## config.mk

```make
export PLATFORM = sky130hd
export DESIGN_NAME = acdc_top
export DESIGN_NICKNAME = d
export VERILOG_FILES = /design/src/hdl/acdc_pkg.sv /design/src/hdl/acdc_cmp_if.sv /design/src/hdl/acdc_top.sv /design/src/hdl/acdc_cmp.sv
export SDC_FILE = /design/constraint.sdc
export NUM_CORES = 1
export LEC_CHECK = 0
export BUFFER_PORTS_ARGS = -buffer_cell sky130_fd_sc_hd__buf_2
export CORE_MARGIN = 10
export CORE_UTILIZATION = 40
export DETAILED_ROUTE_END_ITERATION = 8
export PLACE_DENSITY = 0.69
export SYNTH_ARGS = -nofsm -noshare
export SYNTH_HDL_FRONTEND = slang
export SYNTH_SLANG_ARGS = --single-unit
```

## constraint.sdc

```tcl
create_clock -name core_clk_i -period 5 [get_ports core_clk_i]
set_clock_uncertainty 0.05 [all_clocks]
set_input_delay 0.5 -clock core_clk_i [delete_from_list [all_inputs] [get_ports core_clk_i]]
set_output_delay 0.5 -clock core_clk_i [all_outputs]
set_load 0.005 [all_outputs]
```

## src/hdl/acdc_pkg.sv

```systemverilog
// Shared constants for the converter compare and trigger delay control block.
// Assumes an 8-bit special function register port and one converter clock.
package acdc_pkg;

  // Register offsets
  localparam logic [7:0] ACDC_OFS_CTRL2  = 8'hE2;
  localparam logic [7:0] ACDC_OFS_DLYLO  = 8'hE3;
  localparam logic [7:0] ACDC_OFS_RUNCTL = 8'hE4;
  localparam logic [7:0] ACDC_OFS_STAT   = 8'hE5;
  localparam logic [7:0] ACDC_OFS_MASK   = 8'hE6;
  localparam logic [7:0] ACDC_OFS_DIDS   = 8'hF6;

  // Reset values
  localparam logic [7:0] ACDC_RST_CTRL2 = 8'h00;
  localparam logic [7:0] ACDC_RST_DLYLO = 8'h00;
  localparam logic [7:0] ACDC_RST_DIDS  = 8'h00;
  localparam logic [7:0] ACDC_RST_ZERO  = 8'h00;

  // Fields of converter_control_two
  localparam int ACDC_B_FBEN  = 7;
  localparam int ACDC_B_POL   = 6;
  localparam int ACDC_B_GATE  = 5;
  localparam int ACDC_B_CMPO  = 4;
  localparam int ACDC_B_AQT_H = 3;
  localparam int ACDC_B_AQT_L = 1;
  localparam int ACDC_B_DLY8  = 0;

  // Fields of the run control register
  localparam int ACDC_B_BUSY  = 0;
  localparam int ACDC_B_EXTS  = 1;
  localparam int ACDC_B_RUN   = 2;

  // Fields of status and mask
  localparam int ACDC_B_DONE  = 0;
  localparam int ACDC_B_BRAKE = 1;
  localparam int ACDC_EVT_W   = 2;

  // Widths and timing
  localparam int ACDC_RES_W   = 12;
  localparam int ACDC_DLY_W   = 9;
  localparam int ACDC_AQT_W   = 3;
  localparam int ACDC_SCNT_W  = 6;
  localparam int ACDC_AQT_SH  = 2;
  localparam logic [ACDC_SCNT_W-1:0] ACDC_AQT_BASE = 6'h06;
  localparam logic [ACDC_SCNT_W-1:0] ACDC_SCNT_ONE = 6'h01;
  localparam logic [ACDC_DLY_W-1:0]  ACDC_DLY_ZERO = 9'h000;
  localparam logic [ACDC_DLY_W-1:0]  ACDC_DLY_ONE  = 9'h001;

  typedef enum logic [3:0] {
    ACDC_ST_IDLE   = 4'h1,
    ACDC_ST_DELAY  = 4'h2,
    ACDC_ST_SAMPLE = 4'h4,
    ACDC_ST_CONV   = 4'h8
  } acdc_state_e;

endpackage

```

## src/hdl/acdc_cmp_if.sv

```systemverilog
// Carries the result comparator operands and its verdict.
// Assumes both ends sit on the converter clock.
`timescale 1ns/1ps
interface acdc_cmp_if;
  import acdc_pkg::*;
  logic [ACDC_RES_W-1:0] result;
  logic [ACDC_RES_W-1:0] limit;
  logic                  polarity;
  logic                  match;

  modport cmp  (input result, input limit, input polarity, output match);
  modport user (output result, output limit, output polarity, input match);
endinterface

```

## src/hdl/acdc_top.sv

```systemverilog
// Converter control: compare gating, fault brake, acquisition timing,
// external trigger delay and digital input disconnect.
// Assumes core_clk_i is the divided converter clock; the analog core and
// compare value are on the same clock, trigger and pins are asynchronous.
//
// Added by the designer: the address-and-strobe port.
`timescale 1ns/1ps
module acdc_top
  import acdc_pkg::*;
(
  // Clock and reset
  input  wire logic                  core_clk_i,
  input  wire logic                  rst_i,
  // Register port
  input  wire logic [7:0]            reg_addr_i,
  input  wire logic [7:0]            reg_wdata_i,
  input  wire logic                  reg_wr_i,
  input  wire logic                  reg_rd_i,
  output logic      [7:0]            reg_rdata_o,
  // Analog core
  input  wire logic                  core_done_i,
  input  wire logic [ACDC_RES_W-1:0] core_result_i,
  input  wire logic [ACDC_RES_W-1:0] compare_value_i,
  output logic                       sample_o,
  output logic                       conv_go_o,
  output logic [ACDC_RES_W-1:0]      conversion_result_o,
  // Trigger, PWM and pins
  input  wire logic                  ext_trig_i,
  output logic                       fault_brake_o,
  output logic                       pwm_run_bit_o,
  input  wire logic [7:0]            ain_pin_i,
  output logic [7:0]                 ain_digital_o,
  // Interrupt
  output logic                       irq_o
);

  acdc_state_e               state_q;
  logic [7:0]                ctrl2_q;
  logic [7:0]                dly_lo_q;
  logic [7:0]                dids_q;
  logic                      ext_sel_q;
  logic [ACDC_EVT_W-1:0]     stat_q;
  logic [ACDC_EVT_W-1:0]     mask_q;
  logic [ACDC_DLY_W-1:0]     dly_cnt_q;
  logic [ACDC_SCNT_W-1:0]    smp_cnt_q;
  logic [2:0]                trig_sync_q;
  logic [7:0]                pin_meta_q;
  logic [7:0]                pin_sync_q;
  logic                      wr_ctrl2;
  logic                      wr_dly;
  logic                      wr_run;
  logic                      wr_stat;
  logic                      wr_mask;
  logic                      wr_dids;
  logic                      sw_start;
  logic                      ext_edge;
  logic                      busy;
  logic                      conv_end;
  logic                      gate_en;
  logic                      match;
  logic                      brake_set;
  logic [ACDC_EVT_W-1:0]     evt_set;
  logic [ACDC_EVT_W-1:0]     evt_clr;
  logic [ACDC_DLY_W-1:0]     dly_total;
  logic [ACDC_SCNT_W-1:0]    smp_total;

  acdc_cmp_if cmp_bus ();

  acdc_cmp u_cmp (
    .cmp_if (cmp_bus)
  );

  // Full 12-bit result compared as it arrives from the core
  assign cmp_bus.result   = core_result_i;
  assign cmp_bus.limit    = compare_value_i;
  assign cmp_bus.polarity = ctrl2_q[ACDC_B_POL];
  assign match            = cmp_bus.match;

  // Register decode
  assign wr_ctrl2 = reg_wr_i && (reg_addr_i == ACDC_OFS_CTRL2);
  assign wr_dly   = reg_wr_i && (reg_addr_i == ACDC_OFS_DLYLO);
  assign wr_run   = reg_wr_i && (reg_addr_i == ACDC_OFS_RUNCTL);
  assign wr_stat  = reg_wr_i && (reg_addr_i == ACDC_OFS_STAT);
  assign wr_mask  = reg_wr_i && (reg_addr_i == ACDC_OFS_MASK);
  assign wr_dids  = reg_wr_i && (reg_addr_i == ACDC_OFS_DIDS);

  assign busy     = (state_q != ACDC_ST_IDLE);
  assign sw_start = wr_run && reg_wdata_i[ACDC_B_BUSY] && !busy;
  assign ext_edge = trig_sync_q[1] && !trig_sync_q[2];
  assign conv_end = (state_q == ACDC_ST_CONV) && core_done_i;
  assign gate_en  = ctrl2_q[ACDC_B_GATE];

  // Longest sampling phase is 34 clocks, hence six counter bits
  assign dly_total = {ctrl2_q[ACDC_B_DLY8], dly_lo_q};
  assign smp_total = ACDC_SCNT_W'({ctrl2_q[ACDC_B_AQT_H:ACDC_B_AQT_L], 2'b00})
                     + ACDC_AQT_BASE;

  assign brake_set = ctrl2_q[ACDC_B_FBEN] && ctrl2_q[ACDC_B_CMPO];

  // Done event only on match when gating is on
  assign evt_set[ACDC_B_DONE]  = conv_end && (!gate_en || match);
  assign evt_set[ACDC_B_BRAKE] = brake_set && !fault_brake_o;
  assign evt_clr = wr_stat ? reg_wdata_i[ACDC_EVT_W-1:0] : '0;

  // Trigger synchroniser, third stage for edge detection
  always_ff @(posedge core_clk_i or posedge rst_i) begin
    if (rst_i) begin
      trig_sync_q <= 3'h0;
    end else begin
      trig_sync_q <= {trig_sync_q[1:0], ext_trig_i};
    end
  end

  // Control register two and delay low byte
  always_ff @(posedge core_clk_i or posedge rst_i) begin
    if (rst_i) begin
      ctrl2_q  <= ACDC_RST_CTRL2;
      dly_lo_q <= ACDC_RST_DLYLO;
    end else begin
      if (wr_ctrl2) begin
        ctrl2_q[ACDC_B_FBEN]                <= reg_wdata_i[ACDC_B_FBEN];
        ctrl2_q[ACDC_B_POL]                 <= reg_wdata_i[ACDC_B_POL];
        ctrl2_q[ACDC_B_GATE]                <= reg_wdata_i[ACDC_B_GATE];
        ctrl2_q[ACDC_B_AQT_H:ACDC_B_AQT_L]  <= reg_wdata_i[ACDC_B_AQT_H:ACDC_B_AQT_L];
        ctrl2_q[ACDC_B_DLY8]                <= reg_wdata_i[ACDC_B_DLY8];
      end
      if (conv_end) begin
        ctrl2_q[ACDC_B_CMPO] <= match;
      end
      if (wr_dly) begin
        dly_lo_q <= reg_wdata_i;
      end
    end
  end

  // Run control, disconnect, mask
  always_ff @(posedge core_clk_i or posedge rst_i) begin
    if (rst_i) begin
      ext_sel_q <= 1'b0;
      dids_q    <= ACDC_RST_DIDS;
      mask_q    <= '0;
    end else begin
      if (wr_run) begin
        ext_sel_q <= reg_wdata_i[ACDC_B_EXTS];
      end
      if (wr_dids) begin
        dids_q <= reg_wdata_i;
      end
      if (wr_mask) begin
        mask_q <= reg_wdata_i[ACDC_EVT_W-1:0];
      end
    end
  end

  // PWM run bit and fault brake
  always_ff @(posedge core_clk_i or posedge rst_i) begin
    if (rst_i) begin
      pwm_run_bit_o <= 1'b0;
      fault_brake_o <= 1'b0;
    end else begin
      // Brake keeps run low until enable or compare output drops
      fault_brake_o <= brake_set;
      if (brake_set) begin
        pwm_run_bit_o <= 1'b0;
      end else if (wr_run) begin
        pwm_run_bit_o <= reg_wdata_i[ACDC_B_RUN];
      end
    end
  end

  // Sticky status, set wins over clear
  always_ff @(posedge core_clk_i or posedge rst_i) begin
    if (rst_i) begin
      stat_q <= '0;
      irq_o  <= 1'b0;
    end else begin
      stat_q <= (stat_q & ~evt_clr) | evt_set;
      irq_o  <= |(((stat_q & ~evt_clr) | evt_set) & mask_q);
    end
  end

  // Conversion sequencer
  always_ff @(posedge core_clk_i or posedge rst_i) begin
    if (rst_i) begin
      state_q   <= ACDC_ST_IDLE;
      dly_cnt_q <= ACDC_DLY_ZERO;
      smp_cnt_q <= ACDC_SCNT_ONE;
      sample_o  <= 1'b0;
      conv_go_o <= 1'b0;
    end else begin
      conv_go_o <= 1'b0;
      case (state_q)
        ACDC_ST_IDLE: begin
          if (sw_start) begin
            state_q   <= ACDC_ST_SAMPLE;
            smp_cnt_q <= smp_total;
            sample_o  <= 1'b1;
          end else if (ext_sel_q && ext_edge) begin
            if (dly_total == ACDC_DLY_ZERO) begin
              state_q   <= ACDC_ST_SAMPLE;
              smp_cnt_q <= smp_total;
              sample_o  <= 1'b1;
            end else begin
              state_q   <= ACDC_ST_DELAY;
              dly_cnt_q <= dly_total;
            end
          end
        end
        ACDC_ST_DELAY: begin
          // Further triggers are not looked at outside idle
          if (dly_cnt_q == ACDC_DLY_ONE) begin
            state_q   <= ACDC_ST_SAMPLE;
            smp_cnt_q <= smp_total;
            sample_o  <= 1'b1;
          end
          dly_cnt_q <= dly_cnt_q - ACDC_DLY_ONE;
        end
        ACDC_ST_SAMPLE: begin
          if (smp_cnt_q == ACDC_SCNT_ONE) begin
            state_q   <= ACDC_ST_CONV;
            sample_o  <= 1'b0;
            conv_go_o <= 1'b1;
          end else begin
            smp_cnt_q <= smp_cnt_q - ACDC_SCNT_ONE;
          end
        end
        ACDC_ST_CONV: begin
          if (core_done_i) begin
            if (gate_en && !match) begin
              state_q   <= ACDC_ST_SAMPLE;
              smp_cnt_q <= smp_total;
              sample_o  <= 1'b1;
            end else begin
              state_q <= ACDC_ST_IDLE;
            end
          end
        end
        default: begin
          state_q  <= ACDC_ST_IDLE;
          sample_o <= 1'b0;
        end
      endcase
    end
  end

  // Result register updated after each conversion
  always_ff @(posedge core_clk_i or posedge rst_i) begin
    if (rst_i) begin
      conversion_result_o <= '0;
    end else if (conv_end) begin
      conversion_result_o <= core_result_i;
    end
  end

  // Pin synchroniser and digital input gating
  always_ff @(posedge core_clk_i or posedge rst_i) begin
    if (rst_i) begin
      pin_meta_q    <= 8'h00;
      pin_sync_q    <= 8'h00;
      ain_digital_o <= 8'h00;
    end else begin
      pin_meta_q    <= ain_pin_i;
      pin_sync_q    <= pin_meta_q;
      ain_digital_o <= pin_sync_q & ~dids_q;
    end
  end

  // Read data, one cycle after the strobe
  always_ff @(posedge core_clk_i or posedge rst_i) begin
    if (rst_i) begin
      reg_rdata_o <= ACDC_RST_ZERO;
    end else if (reg_rd_i) begin
      case (reg_addr_i)
        ACDC_OFS_CTRL2:  reg_rdata_o <= ctrl2_q;
        ACDC_OFS_DLYLO:  reg_rdata_o <= dly_lo_q;
        ACDC_OFS_RUNCTL: reg_rdata_o <= {5'h00, pwm_run_bit_o, ext_sel_q, busy};
        ACDC_OFS_STAT:   reg_rdata_o <= {6'h00, stat_q};
        ACDC_OFS_MASK:   reg_rdata_o <= {6'h00, mask_q};
        ACDC_OFS_DIDS:   reg_rdata_o <= dids_q;
        default:         reg_rdata_o <= ACDC_RST_ZERO;
      endcase
    end else begin
      reg_rdata_o <= ACDC_RST_ZERO;
    end
  end

endmodule

```

## src/hdl/acdc_cmp.sv

```systemverilog
// Twelve-bit result comparator with selectable polarity.
// Assumes operands are stable in the cycle the verdict is used.
`timescale 1ns/1ps
module acdc_cmp
  import acdc_pkg::*;
(
  // Operands and verdict
  acdc_cmp_if.cmp cmp_if
);

  always_comb begin
    if (cmp_if.polarity) begin
      cmp_if.match = (cmp_if.result < cmp_if.limit);
    end else begin
      cmp_if.match = (cmp_if.result >= cmp_if.limit);
    end
  end

endmodule

```

==> results of run 1 <==
[layout make-up]
| class | count | area (sq um) |
|---|---|---|
| clock buffers | 9 | 225 |
| clock inverters | 6 | 68.8 |
| fillers | 1084 | 5880 |
| inverters | 27 | 104 |
| multi-input cells | 262 | 2000 |
| flip-flops and latches | 100 | 2500 |
| well taps | 143 | 179 |
| repair buffers | 89 | 453 |
[path summary, 6_finish.rpt]
path / to / slack [ns]
min in group asynchronous: dly_cnt_q[6] / 0.27
worst min-delay path: pin_meta_q[1] / 0.20
worst min register to register: pin_sync_q[6] / 0.30
worst max register to register: smp_cnt_q[4] / 2.52
max in group asynchronous: smp_cnt_q[0] / 3.64
worst max-delay path: smp_cnt_q[4] / 2.50
[flip-flops by register name (all words and copies together) (netlist names), 2 cells and up]
name,count
mask_q,2
smp_cnt_q,6
ctrl2_q,8
state_q,4
stat_q,2
dly_lo_q,8
ain_digital_o,8
reg_rdata_o,8
pin_meta_q,8
conversion_result_o,12
dids_q,8
pin_sync_q,8
trig_sync_q,3
dly_cnt_q,9
[cells by family (layout without fill, tap and decap cells)]
| logic type | count (synthesis) | after routing | synth area share [%] |
|---|---|---|---|
| AND/OR/NAND/NOR | 119 | 119 | 15.5 |
| flip-flops | 100 | 100 | 53.8 |
| AO/OA/AOI/OAI | 78 | 78 | 11.6 |
| multiplexers | 43 | 43 | 10.3 |
| buffers and inverters | 37 | 131 | 3.20 |
| adder cells (fa/ha/maj) | 17 | 17 | 4.57 |
| XOR/XNOR | 5 | 5 | 0.941 |
[cell usage in the layout (no fill, tap or decap), types with 10 or more instances in the layout]
| cell type | synthesis | routed |
|---|---|---|
| mux2_2 | 39 | 39 |
| inv_1 | 27 | 26 |
| nor2b_1 | 10 | 10 |
| nand3_1 | 13 | 13 |
| ha_1 | 17 | 17 |
| nand2_1 | 20 | 20 |
| nor2_1 | 29 | 29 |
| o21ai_0 | 16 | 16 |
| dfrtp_1 | 98 | 98 |
| buf_2 | 2 | 86 |
| a21oi_1 | 20 | 20 |
[routing by layer]
metal | vias up | share of wire, % | track usage, %
met5 | - | 0 | 0
met4 | 0 | 1.5 | 5.17
met3 | 11 | 5.4 | 3.47
met2 | 105 | 48 | 21.2
met1 | 1699 | 45 | 18.0
li1 | 1632 | - | -
[cells in the mapped netlist (4+ instances only)]
cell type and number:
xnor2_1 5, dfrtp_1 98, nand2b_1 4, inv_1 27, mux2_2 39, mux2i_1 4, a22oi_1 4, nor4b_1 4
nand2_1 20, clkbuf_1 7, a222oi_1 5, o21ai_0 16, nor2b_1 10, nor3_1 6, nand3_1 13, ha_1 17
o31ai_1 4, a21oi_1 20, nand4_1 4, nor2_1 29, nand4b_1 4, o211ai_1 4
[report_power, final]
part | leakage, nW | total (mW) | internal (mW) | switching, mW
Combinational | 1.25 | 0.414 | 0.187 | 0.227
Clock | 0.143 | 0.701 | 0.390 | 0.311
Sequential | 1.30 | 0.955 | 0.885 | 0.0694
Total | 2.70 | 2.07 | 1.46 | 0.608
[critical path, delay by kind of cell]
family	cells	cell delay (ns)
AOI/OAI and AO/OA	6	1.75
adders and majority gates	1	0.32
buffers and inverters	1	0.11
[through the flow]
step	total power, mW	cell area [sq um]
floorplan	1.26	4650
global placement	1.37	5240
detailed placement	1.38	5240
CTS	2.09	5540
global route	2.18	5540
finish	2.07	5540
==> metrics.md, run 1 <==
| Metric | Value |
|---|---|
| Worst Path Max Fanout | `5` |
| Setup Viol. Count Final | `0` |
| DRC viols | `0` |
| Post-placement cell count | `621` |
| Vias per cell | `5.42` |
| Place WS | `2.18 ns` |
| Largest net degree at the start of global routing | `67` |
| Crit end category | `flop` |
| Share of layout cells above drive strength 1 | `32.5%` |
| Clock Path Buffers | `2` |
| Finished Core Util | `48.5%` |
| Clock Pin Slew Worst Setup and Hold Paths | `0.07 ns` |
| Initial antenna violation count | `0` |
| Overall routed net length | `11.1 mm` |
| Hold path start | `ain_pin_i[1]` |
| PD cells | `374 nW/um^2` |
| Layout Cells excl Fill | `636` |
| Post-synthesis sequential area ratio | `53.8%` |
| Clock Latency Late Sink | `0.35 ns` |
| CTS H-tree lvls | `3` |
| Synthesized Nets | `470` |
| 1st-iter DRT viols | `160` |
| Max incr delay on CP | `0.56 ns` |
| Synth Flop Type | `dfrtp_1` |
| Diodes inserted | `0` |
| Global Route Usage Sum | `13.7%` |
| Hold path cells | `1` |
| Reg2Reg Launch Point | `dly_cnt_q[5]` |
| Total number of vias | `3,447` |
| Port bufs | `86` |
| Worst reg-to-reg path cell count | `6` |
| Achievable Freq | `399 MHz` |
| Post-synth top area cell | `dfrtp_1` |
| Mapped Avg Cell Area | `11.7 sq um` |
| Crit Path Class | `input pin to flop` |
| Final-report max-slew violation count | `0` |
| Setup bufs post-CTS | `0` |
| CP cell instances | `buf_2 > ha_1 > a21oi_1 > o21ai_0 > a221o_1 > o211ai_1 > a21oi_1 > o31ai_1` |
| First-pass GRT wire length | `18.2 mm` |
| TNS Setup | `0 ns` |
| HP Class | `input pin to flop` |
| Vias in the first global route | `3,603` |
| Post-synth top area share | `52.7%` |
| Leak | `2.70 nW` |
| Worst Setup SP | `core_result_i[7]` |
| #FFs+latches synth | `100` |
| Root Driver | `clkbuf_16` |
| Gate Count Post-Synth | `399` |
| Post-route antenna net violation count | `0` |
| CTS Hold Bufs | `0` |
| Peak supply drop | `224 uV` |
| Gpl congestion | `0.837` |
| Worst Path Required | `5.19 ns` |
| WP data arrival | `2.69 ns` |
| Part of the cycle the worst path needs | `50.1%` |
| Main area contributors after synthesis | `dfrtp_1, mux2_2, ha_1` |
| Post-synth EDFFs | `0` |
| WL/cell | `17.4 um` |
| Mapped Area | `4650 sq um` |
| Status | `completed` |
| Die Y | `128 um` |
| DP HPWL | `8.24 mm` |
| Die W | `128 um` |
| Layout Nets | `560` |
| Ys Warns | `0` |
| RSZ-0062 raised after global routing | `no` |
| CP most frequent cell | `a21oi_1` |
| Area delta synth->final | `18.9%` |
| TritonCTS clock tree | `yes` |
| Die area | `16,400 sq um` |
| IO Pins | `87` |
| Cts bufs inserted | `9` |
| Tmin final | `2.50 ns` |
| Post-cts sizing count | `0` |
| Starting Density | `40.8%` |
| Worst-Margin Slew | `0.879 ns` |
| Maxcap violations | `0` |
| Final worst-path setup slack | `2.50 ns` |
| Hold WS | `0.201 ns` |
| TritonRoute pass-1 iters | `7` |
| Slowest CP cell | `o211ai_1` |
| Cell variety after synth | `61` |
| Clk sinks | `100` |
| Global route total overflow | `0` |
| Final hold vios | `0` |
| Asr flop ratio synth | `100%` |
| Area of the core | `11,400 sq um` |
| Crit path launch type | `input pin` |
| Relative slew slack | `41.2%` |
| Row count | `39` |
Power figures use the tool's default switching activity.
==> run 2: changes to the inputs <==
==> constraint.sdc (replaced) <==
create_clock -name core_clk_i -period 2.5 [get_ports core_clk_i]
set_clock_uncertainty 0.05 [all_clocks]
set_input_delay 0.25 -clock core_clk_i [delete_from_list [all_inputs] [get_ports core_clk_i]]
set_output_delay 0.25 -clock core_clk_i [all_outputs]
set_load 0.005 [all_outputs]
==> run 2 against run 1 <==
Compared with the run above:
- non-clock buffer count up 21
- highest routed layer unchanged
- sequential power grew 100%
- core utilization increased by 1.9 points
- final cell count up 3.5%
- total power grew 100%
- first-iteration DRC count increased by 52%
- hold slack worse by 0.10 ns
- sequential cell count did not move
- setup slack worse by 2.2 ns
- critical path depth decreased by 2
- register-to-register slack got worse by 2.3 ns
==> metrics.md, run 2 (synthesis results as in run 1) <==
| Metric | Value |
|---|---|
| Status | `completed` |
| Clock Path Buffers | `2` |
| Final hold vios | `0` |
| Vias per cell | `5.32` |
| TritonRoute pass-1 iters | `4` |
| Layout Nets | `581` |
| Post-route antenna net violation count | `0` |
| Starting Density | `40.8%` |
| Clock Latency Late Sink | `0.35 ns` |
| Root Driver | `clkbuf_16` |
| Relative slew slack | `48.1%` |
| Port bufs | `86` |
| Area of the core | `11,400 sq um` |
| Largest register by flop count | `conversion_result_o` |
| Power Total | `4.20 mW` |
| Crit Path Class | `flop to flop` |
| HP Class | `input pin to flop` |
| WL/cell | `17.1 um` |
| 1st-iter DRT viols | `243` |
| Share of layout cells above drive strength 1 | `33.6%` |
| Diodes inserted | `0` |
| Commonest cells after routing, fill and taps aside | `dfrtp_1, buf_2, mux2_2` |
| Reg2Reg Launch Point | `dly_cnt_q[5]` |
| Clk sinks | `100` |
| IO Pins | `87` |
| TNS Setup | `0 ns` |
| Maxcap violations | `0` |
| TritonCTS clock tree | `yes` |
| Die area | `16,400 sq um` |
| Global route total overflow | `0` |
| Gpl congestion | `0.858` |
| PD cells | `731 nW/um^2` |
| RSZ-0062 raised after global routing | `no` |
| Hold path start | `reg_wdata_i[4]` |
| Worst Path Max Fanout | `6` |
| Initial antenna violation count | `0` |
| Area delta synth->final | `23.5%` |
| Achievable Freq | `447 MHz` |
| Tmin final | `2.24 ns` |
| Clock Pin Slew Worst Setup and Hold Paths | `0.08 ns` |
| WP data arrival | `2.43 ns` |
| Row count | `39` |
| Biggest registers after layout | `conversion_result_o (12), dly_cnt_q (9)` |
| Post-placement cell count | `632` |
| First-pass GRT wire length | `19.0 mm` |
| Final worst-path setup slack | `0.262 ns` |
| CTS H-tree lvls | `3` |
| Die Y | `128 um` |
| Crit path launch type | `flop` |
| Total number of vias | `3,500` |
| Place WS | `0.146 ns` |
| Largest net degree at the start of global routing | `64` |
| Part of the cycle the worst path needs | `89.5%` |
| DP HPWL | `8.65 mm` |
| Most common cell after layout, fill and taps aside | `dfrtp_1` |
| Worst Path Required | `2.70 ns` |
| Vias in the first global route | `3,785` |
| Worst Setup SP | `dly_cnt_q[5]` |
| Setup Viol. Count Final | `0` |
| Peak supply drop | `407 uV` |
| Cts bufs inserted | `9` |
| Die W | `128 um` |
| Max reg flops | `12` |
| Final-report max-slew violation count | `0` |
| Worst-Margin Slew | `0.779 ns` |
| Leak | `2.79 nW` |
| Layout Cells excl Fill | `658` |
| DRC viols | `0` |
| Crit end category | `flop` |
| Global Route Usage Sum | `14.3%` |
| Overall routed net length | `11.3 mm` |
==> run 2: where the power goes <==
group | internal [mW] | total (mW) | switching, mW
clock network | 0.721 | 1.42 | 0.696
logic | 0.404 | 0.870 | 0.466
registers | 1.77 | 1.91 | 0.144
==> run 2: through the flow <==
step | util [%] | area (sq um) | hold slack, ns
after detailed placement | 46.6 | 5330 | 0.286
after CTS | 50.3 | 5740 | 0.0893
after global placement | 46.6 | 5330 | 0.281
after floorplan | - | 4660 | 0.231
final | 50.3 | 5750 | 0.0967
after global routing | 50.3 | 5750 | 0.0908
==> run 2: repair_timing <==
action	in CTS	in global routing
endpoints found under the hold margin	36	0
resized for setup	0	1
setup buffers	0	0
endpoints found under the setup margin	0	6
hold buffers	10	0
==> run 2: per-layer routing <==
metal / up-vias / global-route usage, % / share of wire, %
li1: 1679 / - / -
met4: 0 / 3.84 / 0.85
met2: 81 / 23.8 / 51
met3: 8 / 3.93 / 4.9
met1: 1732 / 17.7 / 44
met5: - / 0 / 0
==> run 2: layout make-up <==
| cell class | instances | area (sq um) |
|---|---|---|
| clock buffer | 9 | 225 |
| clock inverter | 7 | 90.1 |
| fill | 1057 | 5670 |
| inverter | 27 | 105 |
| multi-input combinational | 262 | 2010 |
| sequential | 100 | 2500 |
| tap | 143 | 179 |
| timing repair buffer | 110 | 636 |
==> run 2: final timing paths <==
path | slack (ns) | to | cells after the start
min in group asynchronous | 0.52 | pin_meta_q[4] | 4
max in group asynchronous | 1.22 | smp_cnt_q[2] | 4
min | 0.1 | dids_q[4] | 2
min reg2reg | 0.30 | trig_sync_q[1] | 0
max reg2reg | 0.26 | smp_cnt_q[2] | 6
max | 0.26 | smp_cnt_q[2] | 6
==> run 2: critical path, cell delays in order, from the launching register on <==
cell      delay (ns)
dfrtp_1         0.43
nor4_2          0.36
a41oi_1         0.25
a311oi_4        0.47
and2_4          0.25
nand2_2         0.08
o31ai_1         0.25
==> run 3: changes to the inputs <==
--- a/config.mk
+++ b/config.mk
@@ -7,9 +7,9 @@
 export LEC_CHECK = 0
 export BUFFER_PORTS_ARGS = -buffer_cell sky130_fd_sc_hd__buf_2
 export CORE_MARGIN = 10
-export CORE_UTILIZATION = 40
+export CORE_UTILIZATION = 55
 export DETAILED_ROUTE_END_ITERATION = 8
-export PLACE_DENSITY = 0.69
+export PLACE_DENSITY = 0.87
 export SYNTH_ARGS = -nofsm -noshare
 export SYNTH_HDL_FRONTEND = slang
 export SYNTH_SLANG_ARGS = --single-unit
==> run 3 against run 2 <==
Compared with the run above:
- final cell count shrank 6.2%
- wire length down 2.9%
- non-clock buffer count decreased by 3
- via count is 2.2% higher
- clock power is 27% lower
- core utilization up 18 points
- largest cell class unchanged
- maximum frequency shrank 0.22%
- critical path depth is the same
- combinational power up 0.6%
- die area fell by 23%
- total power down 9.0%
- highest routed layer unchanged
- sequential power about the same
==> metrics.md, run 3 (synthesis results as in run 1) <==
| Metric | Value |
|---|---|
| CTS H-tree lvls | `3` |
| TritonCTS clock tree | `yes` |
| Share of layout cells above drive strength 1 | `33.2%` |
| Starting Density | `56.6%` |
| Clock Path Buffers | `2` |
| TritonRoute pass-1 iters | `6` |
| Crit end category | `flop` |
| Port bufs | `86` |
| Total number of vias | `3,578` |
| Peak supply drop | `482 uV` |
| PD cells | `685 nW/um^2` |
| Slowest CP cell | `or4b_1` |
| Tmin final | `2.24 ns` |
| Leak | `2.74 nW` |
| Clk sinks | `100` |
| Root Driver | `clkbuf_8` |
| Hold WS | `0.0764 ns` |
| Maxcap violations | `0` |
| Layout Nets | `578` |
| Setup Viol. Count Final | `0` |
| Worst Path Max Fanout | `7` |
| Die W | `112 um` |
| Vias per cell | `5.80` |
| WP data arrival | `2.50 ns` |
| Biggest registers after layout | `conversion_result_o (12), dly_cnt_q (9)` |
| Status | `completed` |
| Clock Pin Slew Worst Setup and Hold Paths | `0.10 ns` |
| Vias in the first global route | `3,636` |
| Crit path launch type | `flop` |
| Cts bufs inserted | `9` |
| Post-route antenna net violation count | `0` |
| RSZ-0062 raised after global routing | `no` |
| IO Pins | `87` |
| TNS Setup | `0 ns` |
| Most common cell after layout, fill and taps aside | `dfrtp_1` |
| Final-report max-slew violation count | `0` |
| Initial antenna violation count | `0` |
| DRC viols | `0` |
| WL/cell | `17.8 um` |
| 1st-iter DRT viols | `307` |
| Worst Path Required | `2.75 ns` |
| Crit Path Class | `flop to flop` |
| DP HPWL | `8.11 mm` |
| Largest register by flop count | `conversion_result_o` |
| Final hold vios | `0` |
| Area delta synth->final | `20.0%` |
| Gpl congestion | `0.877` |
| Worst R2R Setup Slack | `0.26 ns` |
| CP Buf/Inv Count | `0` |
| Achievable Freq | `446 MHz` |
| Overall routed net length | `11.0 mm` |
| CP cell instances | `or4b_1 > a41oi_1 > a311oi_4 > a211oi_1 > o21ai_0 > a21oi_1` |
| Global Route Usage Sum | `17.2%` |
| First-pass GRT wire length | `17.8 mm` |
| Relative slew slack | `56.0%` |
| HP Class | `input pin to flop` |
| Commonest cells after routing, fill and taps aside | `dfrtp_1, buf_2, mux2_2` |
| Diodes inserted | `0` |
| Worst-Margin Slew | `0.651 ns` |
| Die Y | `112 um` |
| Clock Latency Late Sink | `0.38 ns` |
| Max incr delay on CP | `0.69 ns` |
| Top delay family on crit path | `compound AO/OA/AOI/OAI gates` |
| Part of the cycle the worst path needs | `89.7%` |
| Area of the core | `8220 sq um` |
| Row count | `33` |
| Die area | `12,500 sq um` |
| Max reg flops | `12` |
| Global route total overflow | `0` |
| Largest net degree at the start of global routing | `101` |
| Setup bufs post-CTS | `0` |
-- run 3: changes by cell type in the layout (fill, tap and decap cells not counted) --
cell	change
buf_12	+1
buf_4	-4
clkbuf_16	-9
clkbuf_8	+9
clkinv_4	+1
clkinvlp_4	-1
inv_12	-1
inv_8	+1
-- run 3: final timing paths --
path	startpoint	to	cells after the start
worst max-delay path	state_q[3]	state_q[0]	6
worst min-delay path	core_result_i[4]	conversion_result_o[4]	2
worst max register to register	state_q[3]	state_q[0]	6
worst min register to register	pin_meta_q[7]	pin_sync_q[7]	0
max in group asynchronous	rst_i	smp_cnt_q[0]	4
min in group asynchronous	rst_i	pin_meta_q[4]	4
-- run 3: metal layers --
layer	part of all wire [%]	global-route usage [%]
met5	0	0
met4	1.7	5.92
met3	6.6	4.13
met1	41	20.6
met2	51	29.4
-- run 3: worst reg2reg max path: stages (launching register included) --
cell and delay (ns):
dfrtp_1 0.47, or4b_1 0.69, a41oi_1 0.37, a311oi_4 0.12
a211oi_1 0.25, o21ai_0 0.11, a21oi_1 0.12
-- run 3: timing repair --
item	in CTS	in global routing
hold buffers	10	0
endpoints found under the setup margin	0	4
endpoints found under the hold margin	81	0
resized for setup	0	1
-- run 3: per-stage QoR --
step | power (mW) | utilization [%] | setup slack, ns | instance area [sq um] | instances
5_1_grt | 4.04 | 68.0 | 0.0748 | 5580 | 617
3_5_place_dp | 2.79 | 64.1 | 0.178 | 5270 | 591
6_report | 3.82 | 68.0 | 0.257 | 5580 | 617
3_3_place_gp | 2.75 | 64.1 | 0.221 | 5270 | 591
2_1_floorplan | 2.52 | - | 0.390 | 4660 | 399
4_1_cts | 3.84 | 67.9 | 0.146 | 5580 | 617
-- run 3: where the power goes --
group | total [mW] | internal, mW | switching, mW
combinational | 0.875 | 0.405 | 0.469
clock | 1.04 | 0.403 | 0.636
sequential | 1.91 | 1.77 | 0.140
total | 3.82 | 2.58 | 1.25
-- run 3: final cells by class --
| cell class | instances | area (sq um) |
|---|---|---|
| Fill cell | 608 | 2630 |
| Sequential cell | 100 | 2500 |
| Multi-Input combinational cell | 262 | 2010 |
| Timing Repair Buffer | 107 | 626 |
| Tap cell | 105 | 131 |
| Clock buffer | 9 | 124 |
| Inverter | 27 | 105 |
| Clock inverter | 7 | 86.3 |
